`src/verilog/scr_pkg.sv`:
```
// package: register map, field layout and state types for the spi control and clock-rate block
package scr_pkg;
  localparam logic [1:0] ADDR_CTRL = 2'h0;
  localparam logic [1:0] ADDR_CKDIV = 2'h1;
  localparam logic [1:0] ADDR_IMASK = 2'h2;
  localparam logic [1:0] ADDR_DATA = 2'h3;
  localparam logic [7:0] CTRL_RESET = 8'h06;
  localparam logic [7:0] CKDIV_RESET = 8'h00;
  localparam logic [7:0] IMASK_RESET = 8'h00;
  localparam int BIT_DONE = 7;
  localparam int BIT_WRITE_COLLISION_FLAG = 6;
  localparam int BIT_MODE_FAULT_FLAG = 5;
  localparam int BIT_OVR = 4;
  localparam int BIT_SMD1 = 3;
  localparam int BIT_SMD0 = 2;
  localparam int BIT_TXE = 1;
  localparam int BIT_EN = 0;
  localparam logic [7:0] FLAG_MASK = 8'hF0;
  localparam logic [1:0] SMD_3WIRE = 2'h0;
  localparam logic [1:0] SMD_4WIRE_SLV = 2'h1;
  localparam logic [3:0] BITS_LAST = 4'h7;

  typedef enum logic [1:0] {ST_IDLE, ST_LOW, ST_HIGH} scr_state_t;

  typedef struct packed {
    logic [7:0] addr;
    logic [7:0] wdata;
    logic wr;
    logic rd;
  } scr_bus_t;

  typedef struct packed {
    logic sck;
    logic mosi;
    logic ss_out;
    logic ss_oe;
  } scr_pins_t;

  typedef struct packed {
    scr_state_t st;
    logic [7:0] ctrl;
    logic [7:0] ckdiv;
    logic [7:0] imask;
    logic [7:0] txbuf;
    logic [7:0] shift;
    logic [7:0] rxbuf;
    logic rx_full;
    logic [3:0] bitcnt;
    logic [7:0] divcnt;
    logic [7:0] rdata;
    logic sck;
    logic rx_bit;
  } scr_regs_t;
endpackage
```
`src/verilog/scr_core.sv`:
```
// spi control/status, clock-rate divider and a master-mode byte shifter
//
// Implementation choices: the strobed register port and the placing of the registers.
`timescale 1ns/1ns

// Contract
// - a finished transfer sets transfer_done_flag, which stays until software clears it, and it may interrupt.
// - a data write while a byte is already pending or shifting sets write_collision_flag and may interrupt.
// - slave_select_pin low while master_enable is 1 and select_pin_mode is 01 sets mode_fault_flag.
// - the last bit entering the shifter while the receive buffer is unread sets receive_overrun_flag.
// - select_pin_mode 00 leaves the select pin unused, and 01 makes it an input; 01 is the reset default.
// - select_pin_mode 1x drives the select pin as an output carrying the low mode bit.
// - tx_buffer_empty falls on a data write that does not collide and rises when the byte moves into the shifter.
// - the master serial clock is core_clock divided by 2 times (clock_divisor plus one).
module scr_core (
  input wire logic ref_clk_i,
  input wire logic resetn_i,
  input wire logic [7:0] addr_i,
  input wire logic [7:0] wdata_i,
  input wire logic wr_i,
  input wire logic rd_i,
  output logic [7:0] rdata_o,
  input wire logic master_enable_i,
  input wire logic slave_select_pin_i,
  input wire logic miso_i,
  output logic sck_o,
  output logic mosi_o,
  output logic slave_select_pin_o,
  output logic slave_select_pin_oe_o,
  output logic irq_o
);
  scr_pkg::scr_regs_t q_r;
  scr_pkg::scr_regs_t q_nxt;
  scr_pkg::scr_bus_t bus;
  logic en;
  logic smd_hi;
  logic wr_data;
  logic load;
  logic last_bit;
  logic mode_fault_flag_ev;
  logic [7:0] ev;
  logic [7:0] ctrl_rd;

  assign bus = '{addr: addr_i, wdata: wdata_i, wr: wr_i, rd: rd_i};
  assign en = q_r.ctrl[scr_pkg::BIT_EN];
  assign smd_hi = q_r.ctrl[scr_pkg::BIT_SMD1];
  assign wr_data = bus.wr && bus.addr[1:0] == scr_pkg::ADDR_DATA && bus.addr[7:2] == 6'h00;
  // a pending byte is launched only when the shifter is free and the port is a master
  assign load = en && master_enable_i && q_r.st == scr_pkg::ST_IDLE && !q_r.ctrl[scr_pkg::BIT_TXE];
  assign last_bit = q_r.st == scr_pkg::ST_HIGH && q_r.divcnt == 8'h00 && q_r.bitcnt == scr_pkg::BITS_LAST;
  assign mode_fault_flag_ev = en && master_enable_i && !slave_select_pin_i
    && q_r.ctrl[scr_pkg::BIT_SMD1:scr_pkg::BIT_SMD0] == scr_pkg::SMD_4WIRE_SLV;

  always_comb
  begin
    ev = 8'h00;
    ev[scr_pkg::BIT_DONE] = last_bit;
    ev[scr_pkg::BIT_WRITE_COLLISION_FLAG] = wr_data && (!q_r.ctrl[scr_pkg::BIT_TXE] || q_r.st != scr_pkg::ST_IDLE);
    ev[scr_pkg::BIT_MODE_FAULT_FLAG] = mode_fault_flag_ev;
    ev[scr_pkg::BIT_OVR] = last_bit && q_r.rx_full;
  end

  always_comb
  begin
    ctrl_rd = q_r.ctrl;
    ctrl_rd[scr_pkg::BIT_TXE] = q_r.ctrl[scr_pkg::BIT_TXE];
  end

  always_comb
  begin
    q_nxt = q_r;
    q_nxt.rdata = 8'h00;
    if (bus.wr && bus.addr[7:2] == 6'h00)
    begin
      case (bus.addr[1:0])
        scr_pkg::ADDR_CTRL:
        begin
          // flags clear by writing a one; tx_buffer_empty is read only
          q_nxt.ctrl[7:4] = q_r.ctrl[7:4] & ~bus.wdata[7:4];
          q_nxt.ctrl[scr_pkg::BIT_SMD1] = bus.wdata[scr_pkg::BIT_SMD1];
          q_nxt.ctrl[scr_pkg::BIT_SMD0] = bus.wdata[scr_pkg::BIT_SMD0];
          q_nxt.ctrl[scr_pkg::BIT_EN] = bus.wdata[scr_pkg::BIT_EN];
        end
        scr_pkg::ADDR_CKDIV: q_nxt.ckdiv = bus.wdata;
        scr_pkg::ADDR_IMASK: q_nxt.imask = bus.wdata & scr_pkg::FLAG_MASK;
        default:
        begin
          // a colliding write is dropped so the byte in flight is not corrupted
          if (!ev[scr_pkg::BIT_WRITE_COLLISION_FLAG])
          begin
            q_nxt.txbuf = bus.wdata;
            q_nxt.ctrl[scr_pkg::BIT_TXE] = 1'b0;
          end
        end
      endcase
    end
    if (bus.rd)
    begin
      if (bus.addr[7:2] != 6'h00)
        q_nxt.rdata = 8'h00;
      else
      begin
        case (bus.addr[1:0])
          scr_pkg::ADDR_CTRL: q_nxt.rdata = ctrl_rd;
          scr_pkg::ADDR_CKDIV: q_nxt.rdata = q_r.ckdiv;
          scr_pkg::ADDR_IMASK: q_nxt.rdata = q_r.imask;
          default:
          begin
            q_nxt.rdata = q_r.rxbuf;
            q_nxt.rx_full = 1'b0;
          end
        endcase
      end
    end
    // hardware set wins over a same-cycle software clear
    q_nxt.ctrl[7:4] = q_nxt.ctrl[7:4] | ev[7:4];
    case (q_r.st)
      scr_pkg::ST_IDLE:
      begin
        q_nxt.sck = 1'b0;
        if (load)
        begin
          q_nxt.shift = q_r.txbuf;
          q_nxt.ctrl[scr_pkg::BIT_TXE] = 1'b1;
          q_nxt.bitcnt = 4'h0;
          q_nxt.divcnt = q_r.ckdiv;
          q_nxt.st = scr_pkg::ST_LOW;
        end
      end
      scr_pkg::ST_LOW:
      begin
        // each half period lasts clock_divisor+1 core clocks
        if (q_r.divcnt == 8'h00)
        begin
          q_nxt.divcnt = q_r.ckdiv;
          q_nxt.sck = 1'b1;
          // sample on the rising edge but shift on the falling one, so mosi never moves
          // on the edge at which the far side samples it
          q_nxt.rx_bit = miso_i;
          q_nxt.st = scr_pkg::ST_HIGH;
        end
        else
          q_nxt.divcnt = q_r.divcnt - 8'h01;
      end
      scr_pkg::ST_HIGH:
      begin
        if (q_r.divcnt == 8'h00)
        begin
          q_nxt.divcnt = q_r.ckdiv;
          q_nxt.sck = 1'b0;
          q_nxt.shift = {q_r.shift[6:0], q_r.rx_bit};
          if (q_r.bitcnt == scr_pkg::BITS_LAST)
          begin
            q_nxt.rxbuf = {q_r.shift[6:0], q_r.rx_bit};
            q_nxt.rx_full = 1'b1;
            q_nxt.st = scr_pkg::ST_IDLE;
          end
          else
          begin
            q_nxt.bitcnt = q_r.bitcnt + 4'h1;
            q_nxt.st = scr_pkg::ST_LOW;
          end
        end
        else
          q_nxt.divcnt = q_r.divcnt - 8'h01;
      end
      default: q_nxt.st = scr_pkg::ST_IDLE;
    endcase
    // a transfer overrun keeps the old unread byte
    if (last_bit && q_r.rx_full)
      q_nxt.rxbuf = q_r.rxbuf;
    if (!en || !master_enable_i)
    begin
      q_nxt.st = scr_pkg::ST_IDLE;
      q_nxt.sck = 1'b0;
    end
  end

  always_ff @(posedge ref_clk_i)
  begin
    if (!resetn_i)
    begin
      q_r <= '0;
      q_r.st <= scr_pkg::ST_IDLE;
      q_r.ctrl <= scr_pkg::CTRL_RESET;
      q_r.ckdiv <= scr_pkg::CKDIV_RESET;
      q_r.imask <= scr_pkg::IMASK_RESET;
    end
    else
      q_r <= q_nxt;
  end

  assign rdata_o = q_r.rdata;
  assign sck_o = q_r.sck;
  assign mosi_o = q_r.shift[7];
  assign slave_select_pin_oe_o = en && smd_hi;
  assign slave_select_pin_o = smd_hi ? q_r.ctrl[scr_pkg::BIT_SMD0] : 1'b1;
  assign irq_o = |(q_r.ctrl & q_r.imask & scr_pkg::FLAG_MASK);

  done_sticky_a: assert property (@(posedge ref_clk_i) disable iff (!resetn_i)
    last_bit |=> q_r.ctrl[scr_pkg::BIT_DONE])
    else $error("done flag not set");
  done_hold_a: assert property (@(posedge ref_clk_i) disable iff (!resetn_i)
    q_r.ctrl[scr_pkg::BIT_DONE] && !(bus.wr && bus.addr == 8'h00 && bus.wdata[7]) |=> q_r.ctrl[scr_pkg::BIT_DONE])
    else $error("done flag cleared without write");
  write_collision_flag_set_a: assert property (@(posedge ref_clk_i) disable iff (!resetn_i)
    wr_data && q_r.st != scr_pkg::ST_IDLE |=> q_r.ctrl[scr_pkg::BIT_WRITE_COLLISION_FLAG])
    else $error("collision not flagged");
  mode_fault_flag_set_a: assert property (@(posedge ref_clk_i) disable iff (!resetn_i)
    mode_fault_flag_ev |=> q_r.ctrl[scr_pkg::BIT_MODE_FAULT_FLAG])
    else $error("mode fault not flagged");
  ovr_set_a: assert property (@(posedge ref_clk_i) disable iff (!resetn_i)
    last_bit && q_r.rx_full |=> q_r.ctrl[scr_pkg::BIT_OVR])
    else $error("overrun not flagged");
  ss_input_a: assert property (@(posedge ref_clk_i) disable iff (!resetn_i)
    !smd_hi |-> !slave_select_pin_oe_o)
    else $error("select pin driven in input mode");
  ss_drive_a: assert property (@(posedge ref_clk_i) disable iff (!resetn_i)
    en && smd_hi |-> slave_select_pin_oe_o && slave_select_pin_o == q_r.ctrl[scr_pkg::BIT_SMD0])
    else $error("select pin output wrong");
  txe_fall_a: assert property (@(posedge ref_clk_i) disable iff (!resetn_i)
    wr_data && !ev[scr_pkg::BIT_WRITE_COLLISION_FLAG] |=> !q_r.ctrl[scr_pkg::BIT_TXE])
    else $error("tx empty not cleared");
  txe_rise_a: assert property (@(posedge ref_clk_i) disable iff (!resetn_i)
    load |=> q_r.ctrl[scr_pkg::BIT_TXE] && q_r.st == scr_pkg::ST_LOW)
    else $error("tx empty not set on load");
  half_period_a: assert property (@(posedge ref_clk_i) disable iff (!resetn_i)
    q_r.st == scr_pkg::ST_LOW && q_r.divcnt == 8'h00 && en && master_enable_i
    |=> q_r.sck && q_r.divcnt == q_r.ckdiv)
    else $error("divider reload wrong");
  disable_idle_a: assert property (@(posedge ref_clk_i) disable iff (!resetn_i)
    !en |=> q_r.st == scr_pkg::ST_IDLE && !sck_o)
    else $error("port active while disabled");

  // flags: nothing but their own event sets them, and only a one written clears them
  done_only_a: assert property (@(posedge ref_clk_i) disable iff (!resetn_i)
    !last_bit && !q_r.ctrl[scr_pkg::BIT_DONE] |=> !q_r.ctrl[scr_pkg::BIT_DONE])
    else $error("done flag set without transfer");
  done_clear_a: assert property (@(posedge ref_clk_i) disable iff (!resetn_i)
    bus.wr && bus.addr == 8'h00 && bus.wdata[7] && !last_bit |=> !q_r.ctrl[scr_pkg::BIT_DONE])
    else $error("done flag not cleared");
  done_irq_a: assert property (@(posedge ref_clk_i) disable iff (!resetn_i)
    last_bit && q_r.imask[scr_pkg::BIT_DONE] && !(bus.wr && bus.addr == 8'h02) |=> irq_o)
    else $error("done interrupt missing");
  bitcnt_range_a: assert property (@(posedge ref_clk_i) disable iff (!resetn_i)
    q_r.st != scr_pkg::ST_IDLE |-> q_r.bitcnt <= scr_pkg::BITS_LAST)
    else $error("bit count out of range");

  write_collision_flag_hold_a: assert property (@(posedge ref_clk_i) disable iff (!resetn_i)
    q_r.ctrl[scr_pkg::BIT_WRITE_COLLISION_FLAG] && !(bus.wr && bus.addr == 8'h00 && bus.wdata[6]) |=> q_r.ctrl[scr_pkg::BIT_WRITE_COLLISION_FLAG])
    else $error("collision flag lost");
  write_collision_flag_only_a: assert property (@(posedge ref_clk_i) disable iff (!resetn_i)
    !wr_data && !q_r.ctrl[scr_pkg::BIT_WRITE_COLLISION_FLAG] |=> !q_r.ctrl[scr_pkg::BIT_WRITE_COLLISION_FLAG])
    else $error("collision flag set without write");
  write_collision_flag_clear_a: assert property (@(posedge ref_clk_i) disable iff (!resetn_i)
    bus.wr && bus.addr == 8'h00 && bus.wdata[6] |=> !q_r.ctrl[scr_pkg::BIT_WRITE_COLLISION_FLAG])
    else $error("collision flag not cleared");
  write_collision_flag_drop_a: assert property (@(posedge ref_clk_i) disable iff (!resetn_i)
    ev[scr_pkg::BIT_WRITE_COLLISION_FLAG] |=> q_r.txbuf == $past(q_r.txbuf))
    else $error("colliding write reached buffer");

  mode_fault_flag_hold_a: assert property (@(posedge ref_clk_i) disable iff (!resetn_i)
    q_r.ctrl[scr_pkg::BIT_MODE_FAULT_FLAG] && !(bus.wr && bus.addr == 8'h00 && bus.wdata[5]) |=> q_r.ctrl[scr_pkg::BIT_MODE_FAULT_FLAG])
    else $error("mode fault flag lost");
  mode_fault_flag_only_a: assert property (@(posedge ref_clk_i) disable iff (!resetn_i)
    !mode_fault_flag_ev && !q_r.ctrl[scr_pkg::BIT_MODE_FAULT_FLAG] |=> !q_r.ctrl[scr_pkg::BIT_MODE_FAULT_FLAG])
    else $error("mode fault flag set without fault");
  mode_fault_flag_clear_a: assert property (@(posedge ref_clk_i) disable iff (!resetn_i)
    bus.wr && bus.addr == 8'h00 && bus.wdata[5] && !mode_fault_flag_ev |=> !q_r.ctrl[scr_pkg::BIT_MODE_FAULT_FLAG])
    else $error("mode fault flag not cleared");

  ovr_hold_a: assert property (@(posedge ref_clk_i) disable iff (!resetn_i)
    q_r.ctrl[scr_pkg::BIT_OVR] && !(bus.wr && bus.addr == 8'h00 && bus.wdata[4]) |=> q_r.ctrl[scr_pkg::BIT_OVR])
    else $error("overrun flag lost");
  ovr_only_a: assert property (@(posedge ref_clk_i) disable iff (!resetn_i)
    !(last_bit && q_r.rx_full) && !q_r.ctrl[scr_pkg::BIT_OVR] |=> !q_r.ctrl[scr_pkg::BIT_OVR])
    else $error("overrun flag set without overrun");
  ovr_clear_a: assert property (@(posedge ref_clk_i) disable iff (!resetn_i)
    bus.wr && bus.addr == 8'h00 && bus.wdata[4] && !last_bit |=> !q_r.ctrl[scr_pkg::BIT_OVR])
    else $error("overrun flag not cleared");
  ovr_keep_a: assert property (@(posedge ref_clk_i) disable iff (!resetn_i)
    last_bit && q_r.rx_full |=> q_r.rxbuf == $past(q_r.rxbuf))
    else $error("unread byte overwritten");
  rx_capture_a: assert property (@(posedge ref_clk_i) disable iff (!resetn_i)
    last_bit |=> q_r.rx_full)
    else $error("receive buffer not marked full");
  rx_read_a: assert property (@(posedge ref_clk_i) disable iff (!resetn_i)
    bus.rd && bus.addr == 8'h03 && !last_bit |=> !q_r.rx_full)
    else $error("receive buffer not freed by read");

  // select pin modes
  smd_write_a: assert property (@(posedge ref_clk_i) disable iff (!resetn_i)
    bus.wr && bus.addr == 8'h00 |=> q_r.ctrl[scr_pkg::BIT_SMD1:scr_pkg::BIT_SMD0] == $past(bus.wdata[3:2]))
    else $error("select mode not written");
  ss_3wire_a: assert property (@(posedge ref_clk_i) disable iff (!resetn_i)
    q_r.ctrl[scr_pkg::BIT_SMD1:scr_pkg::BIT_SMD0] == scr_pkg::SMD_3WIRE |-> !mode_fault_flag_ev)
    else $error("fault seen with select pin unused");
  ss_master_a: assert property (@(posedge ref_clk_i) disable iff (!resetn_i)
    smd_hi |-> !mode_fault_flag_ev)
    else $error("fault seen in single master mode");

  // transmit buffer state
  txe_hold_a: assert property (@(posedge ref_clk_i) disable iff (!resetn_i)
    q_r.ctrl[scr_pkg::BIT_TXE] && !wr_data |=> q_r.ctrl[scr_pkg::BIT_TXE])
    else $error("tx empty dropped without write");
  txe_low_hold_a: assert property (@(posedge ref_clk_i) disable iff (!resetn_i)
    !q_r.ctrl[scr_pkg::BIT_TXE] && !load |=> !q_r.ctrl[scr_pkg::BIT_TXE])
    else $error("tx empty rose without load");

  // serial clock timing
  sck_fall_a: assert property (@(posedge ref_clk_i) disable iff (!resetn_i)
    q_r.st == scr_pkg::ST_HIGH && q_r.divcnt == 8'h00 && en && master_enable_i |=> !q_r.sck)
    else $error("serial clock did not fall");
  divcnt_step_a: assert property (@(posedge ref_clk_i) disable iff (!resetn_i)
    q_r.st != scr_pkg::ST_IDLE && q_r.divcnt != 8'h00 && en && master_enable_i
    |=> q_r.divcnt == $past(q_r.divcnt) - 8'h01)
    else $error("divider did not count down");
  sck_idle_a: assert property (@(posedge ref_clk_i) disable iff (!resetn_i)
    q_r.st == scr_pkg::ST_IDLE |-> !q_r.sck)
    else $error("serial clock high while idle");
  mosi_stable_a: assert property (@(posedge ref_clk_i) disable iff (!resetn_i)
    q_r.st == scr_pkg::ST_LOW && en && master_enable_i |=> $stable(mosi_o))
    else $error("mosi moved on sampling edge");
  div_read_a: assert property (@(posedge ref_clk_i) disable iff (!resetn_i)
    bus.rd && bus.addr == 8'h01 |=> rdata_o == $past(q_r.ckdiv))
    else $error("divider read back wrong");

  // enable
  men_stop_a: assert property (@(posedge ref_clk_i) disable iff (!resetn_i)
    !master_enable_i |=> q_r.st == scr_pkg::ST_IDLE)
    else $error("shifter ran outside master mode");
  en_write_a: assert property (@(posedge ref_clk_i) disable iff (!resetn_i)
    bus.wr && bus.addr == 8'h00 |=> en == $past(bus.wdata[scr_pkg::BIT_EN]))
    else $error("port enable not written");
  ss_off_a: assert property (@(posedge ref_clk_i) disable iff (!resetn_i)
    !en |-> !slave_select_pin_oe_o)
    else $error("select pin driven while disabled");
  xfer_c: cover property (@(posedge ref_clk_i) disable iff (!resetn_i) last_bit);
  ovr_c: cover property (@(posedge ref_clk_i) disable iff (!resetn_i) ev[scr_pkg::BIT_OVR]);
  write_collision_flag_c: cover property (@(posedge ref_clk_i) disable iff (!resetn_i) ev[scr_pkg::BIT_WRITE_COLLISION_FLAG]);
  mode_fault_flag_c: cover property (@(posedge ref_clk_i) disable iff (!resetn_i) mode_fault_flag_ev);
  load_c: cover property (@(posedge ref_clk_i) disable iff (!resetn_i) load);
endmodule // scr_core

```
`config.mk`:
```
export PLATFORM = sky130hd
export DESIGN_NAME = scr_core
export DESIGN_NICKNAME = d
export VERILOG_FILES = /design/src/verilog/scr_pkg.sv /design/src/verilog/scr_core.sv
export SDC_FILE = /design/constraint.sdc
export NUM_CORES = 1
export LEC_CHECK = 0
export ABC_AREA = 1
export BUFFER_PORTS_ARGS = -buffer_cell sky130_fd_sc_hd__clkbuf_2
export CORE_MARGIN = 2
export CORE_UTILIZATION = 47
export CTS_BUF_LIST = sky130_fd_sc_hd__clkbuf_16
export CTS_CLUSTER_DIAMETER = 80
export CTS_CLUSTER_SIZE = 24
export DETAILED_ROUTE_END_ITERATION = 12
export PLACE_DENSITY = 0.68
export SKIP_LAST_GASP = 1
export SLEW_MARGIN = 20
export SYNTH_ARGS = -nofsm -noshare
export SYNTH_HDL_FRONTEND = slang
export SYNTH_SLANG_ARGS = --single-unit
export TNS_END_PERCENT = 1
```
`constraint.sdc`:
```
create_clock -name ref_clk_i -period 1.9 [get_ports ref_clk_i]
set_input_delay 0.095 -clock ref_clk_i [delete_from_list [all_inputs] [get_ports ref_clk_i]]
set_output_delay 0.095 -clock ref_clk_i [all_outputs]
set_load 0.005 [all_outputs]
```
=== Yosys cells after proc, flatten, opt, wreduce, memory -nomap -nowiden ===
Cells that the tools add are included.

* Register bits: 69
* Output and inout port bits: 13

* Add/sub/neg operators: 2
* Equality and inequality tests: 11
* Muxes and demuxes: 34
* Bitwise logic cells: 9
* Reduce and logical (&&, ||, !) cells: 44

{| class="wikitable"
|+ Operators with widths
! cell !! count
|-
| 8-bit 2-to-1 mux || 6
|-
| 32-bit 2-to-1 mux || 1
|-
| 8-bit case mux with 2 select lines || 2
|-
| 8-bit case mux with 3 select lines || 1
|-
| 21-bit 2-to-1 mux || 1
|-
| 1-bit logical AND || 13
|-
| 1-bit 2-to-1 mux || 12
|-
| 12-bit 2-to-1 mux || 1
|-
| 3-bit AND reduction || 4
|-
| 2-bit AND reduction || 5
|-
| 9-bit 2-to-1 mux || 1
|-
| 8-bit AND || 1
|-
| 8-bit zero test || 1
|-
| 2-bit 2-to-1 mux || 4
|-
| 4-bit case mux with 2 select lines || 1
|-
| 4-bit AND reduction || 2
|-
| 8-bit by 1-bit subtractor with 8-bit output (second input constant) || 1
|-
| 2-bit by 1-bit equality test with 1-bit output (second input constant) || 3
|-
| 2-bit equality test (second input constant) || 3
|-
| 6-bit zero test || 1
|-
| 6-bit 2-to-1 mux || 1
|-
| 2-bit inequality test (second input constant) || 3
|-
| 2-bit case mux with 3 select lines || 1
|-
| 2-bit nonzero test || 3
|-
| 17 further kinds || 28
|}

=== Logic depth before layout (Yosys ltp) ===
* Word-level depth: 9
* Mapped depth: 10
* Gate-level depth less buffers: 10

=== Least setup slack after synthesis ===
Ideal clock, no wire load.

* Kind: flip-flop to flip-flop
* Start point: register q_r[10] (netlist bit)
* End point: register q_r[23] (netlist bit)
* Library setup time: 0.113 ns
* Arrival: 1.378 ns
* Data required time: 1.787 ns
* Path slack: 0.408 ns
* Cell stages (with the launch flop): 10
* Clock period less this slack: 1.492 ns
* Cells stage by stage: dfxtp_1 inv_1 ha_1 inv_1 nor2_4 nand4_4 nor2_2 nand2_1 nor2_1 nor2_1

* Longest elaborated chain between the ends: 6

{| class="wikitable"
|+ RTL lines
! element !! RTL line !! text
|-
| start: declaration || scr_core.sv:32 || <nowiki>scr_pkg::scr_regs_t q_r;</nowiki>
|-
| start signal: assignment || scr_core.sv:190 || <nowiki>q_r <= q_nxt;</nowiki>
|-
| 8-bit zero test (*) || scr_core.sv:50, scr_core.sv:147 ||
|-
| 1-bit logical AND (2 in a row) || scr_core.sv:50 || <nowiki>assign last_bit = q_r.st == scr_pkg::ST_HIGH && q_r.divcnt == 8'h00 && q_r.bitcnt == scr_pkg::BITS_LAST;</nowiki>
|-
| 1-bit logical AND || scr_core.sv:170 || <nowiki>if (last_bit && q_r.rx_full)</nowiki>
|-
| 1-bit inverter (no source line) || - ||
|-
| 4-bit AND reduction (no source line) (*) || - ||
|}

Every way passes the cells marked *; elsewhere a longest branch is shown, timed or not.
A chain may end at the register's enable or synchronous reset.

=== Final worst setup path ===
* Start point: register q_r[10] (netlist bit)
* End point: register q_r[19] (netlist bit)

* Longest elaborated chain between the ends: 3

{| class="wikitable"
|+ RTL lines
! element !! RTL line !! text
|-
| 8-bit zero test || scr_core.sv:147 || <nowiki>if (q_r.divcnt == 8'h00)</nowiki>
|-
| 2-bit by 1-bit inequality test with 1-bit output (no source line) || - ||
|-
| 4-bit AND reduction (no source line) || - ||
|}

No other way between the ends.

==> impl_results.md <==
* Total number of vias at 3,265
* TritonCTS clock tree: yes
* Post-synthesis cell count at 506
* Ant diodes at 0
* Grt ovf at 0
* Dpl hpwl at 6.15 mm
* Final worst-path cycle share at 92.6%
* Final hold vios at 0
* Hold Path Depth at 3
* Setup_tns at 0 ps
* Vias in the first global route at 3,041
* CTS root buf: clkbuf_16
* Hold_sp: wdata_i[5]
* # fillers at 729
* Cell variety after synth at 30
* Mapped Nets at 535
* Leading area contributor after synthesis: dfxtp_1
* Worst skew pair latency at 340 ps
* Area of the die at 8140 um^2
* Comb power frac at 3.1%
* Final GP Congestion at 0.901
* Core area at 7210 um^2
* FF-to-FF Start: q_r[10]
* DR WL met2 at 3.90 mm
* Yosys reg bits at 69
* Share of the synthesized area in the top cell type at 39.6%
* WL per Instance at 13.0 um
* Critical Path Start: q_r[10]
* Gates resized, CTS repair at 0
* Num ports at 36
* ANT nets after route at 0
* Reg area at 1380 um^2
* Unrepaired setup endpoints after global routing: no
* Area delta synth->final at 15.2%
* Post-CTS Setup Inserts at 0
* Input/output buffers at 35
* Status: finished clean
* WL final at 8.39 mm
* CP endpoint kind: register
* Leakage at 1.86 nW
* Total track usage at 21.6%
* Worst R2R Path Depth at 9
* Kind of critical path: reg2reg
* Top post-synthesis cells by count: nand2_1 (117), nor2_1 (71), dfxtp_1 (69)
* Pwr dens at 794 nW/um^2
* Clk_skew at 9.55 ps
* Max VDD drop at 0.000466 V
* P_sw at 0.704 mW
* Footprint of the multi-input gates at 1740 um^2
* Final Max Slew Viols at 0
* EDFF count, synth at 0
* Top routing layer in use: met4
* Worst EP required at 2120 ps
* Sequential power share at 45.4%
* Met3 routed WL at 409 um
* Initial antenna violation count at 0
* Crit path time final at 1760 ps
* Largest net degree at the start of global routing at 46
* Main area contributors after synthesis: dfxtp_1 (40%), nand2_1 (13%), nor2_1 (7.6%)
* Max-cap viol count at 0
* Met1 WL at 3.98 mm
* Die width at 90.2 um
* Ys async rst share at 0%
* Net Sw Frac at 22.1%
* Actual slew at the worst max-slew pin at 447 ps
* First-pass GRT wire length at 14.2 mm
* Pre-antenna DRT Iters at 5
* CP Launch Type: register
* Final setup vio count at 0
* Nets at 569
* Place WS at 170 ps
* Clk pin slew, worst setup/hold paths at 60 ps
* Internal Power at 2.49 mW
* Initial core utilization at 48.4%
* Starting DRT DRC Count at 192
* Clock power frac at 51.5%
* Cell Area, Synth at 3490 um^2
* Sequential share of the synthesized area at 39.6%
* Die Ht at 90.2 um
* Vias per std cell at 5.07
* Avg Cell Area, Syn at 6.90 um^2
* Headroom to the max-slew limit at 70.2%
* DRC viols at 0
* Leading register cell type out of synthesis: dfxtp_1
* FMAX at 568 MHz
* Worst hold path type: in2reg
* CTS buffer count at 9
* Worst EP arrival at 1980 ps
* Most common cell in the netlist: nand2_1
* Fin worst setup slack at 140 ps
* H-tree depth at 3
* Ys Warns at 0
* FP Rows at 31
* Critical Path Fanout Max at 10
* CTS Buffer Depth at 2
* Share of cells above drive strength 1 at 17.4%
* CTS sink count at 69
## cells in the final DEF, fill, tap and decap left out, drive strengths merged
cell | synthesis | routed
nor2 | 87 | 88
nand4 | 6 | 6
dlygate4sd3 | 0 | 2
a21oi | 39 | 39
inv | 63 | 65
o21ai | 46 | 46
or2 | 1 | 1
nand3 | 28 | 28
clkinvlp | 0 | 3
buf | 14 | 7
nand2 | 122 | 122
clkinv | 0 | 1
a31oi | 5 | 5
xor2 | 1 | 1
a221oi | 3 | 3
ha | 6 | 6
bufinv | 0 | 1
xnor2 | 1 | 1
dfxtp | 69 | 69
o211ai | 1 | 1
nand3b | 3 | 3
clkbuf | 8 | 44
nor3 | 3 | 3
## critical path: stages (launching register included)
cell and delay (ps):
dfxtp_1 310, inv_1 130, ha_1 240, nand2_1 130
nor2_4 180, nor2_2 90, nor2_2 330, nand3_1 120
nand2_1 90, nor2_1 40
## layout make-up
type                    instances  area share [%]
multi-input cells             353            43.2
flip-flops and latches         69            34.3
repair buffers                 44            6.16
inverters                      63            5.88
clock buffers                   9            5.60
well taps                      99            3.08
clock inverters                 7            1.71
## cell families (layout without fill, tap and decap cells)
logic type / Yosys count / after routing / synth area share [%]
xor gates and xnor gates: 2 / 2 / 0.502
and+or+nand+nor: 250 / 251 / 32.6
DFF: 69 / 69 / 39.6
AOI/OAI and AO/OA: 94 / 94 / 14.4
adders and majority gates: 6 / 6 / 2.15
buffers and inverters: 85 / 123 / 10.9
## registers in the layout, summed over array words and instances (netlist names)
register  count
rdata_o       8
sck_o         1
ctrl_rd       8
mosi_o        1
q_r          51
## power by group through the flow
stage	combinational [mW]	sequential (mW)	clock, mW
2_1_floorplan	0.0472	1.48	0
3_3_place_gp	0.0941	1.48	0
3_5_place_dp	0.0948	1.48	0
4_1_cts	0.0984	1.45	1.66
5_1_grt	0.110	1.45	1.73
6_report	0.0983	1.45	1.65
## path summary, 6_finish.rpt
path	slack, ps	to
max	140	q_r[19]
min	7	q_r[44]
max reg2reg	140	q_r[19]
min reg2reg	480	q_r[21]
## metrics by stage
stage / hold slack, ps / total power, mW / instances / instance area, um^2 / utilization, %
after detailed placement: 325 / 1.58 / 625 / 3700 / 51.3
after global placement: 332 / 1.57 / 625 / 3700 / 51.3
after floorplan: 221 / 1.53 / 506 / 3490 / -
final: 6.89 / 3.19 / 644 / 4020 / 55.7
after CTS: 10.4 / 3.21 / 643 / 4020 / 55.7
after global routing: 47.3 / 3.28 / 644 / 4020 / 55.7
## what timing repair did
action | CTS | global route
hold buffers | 2 | 0
setup endpoints to repair | 0 | 9
hold endpoints to repair | 2 | 0
## layer usage
metal  vias up  GRT usage (%)
met3        14           5.03
met2        78           35.7
met4         0           7.31
met1      1494           27.9
li1       1679              -
met5         -              0
(Power assumes the default switching activity.)
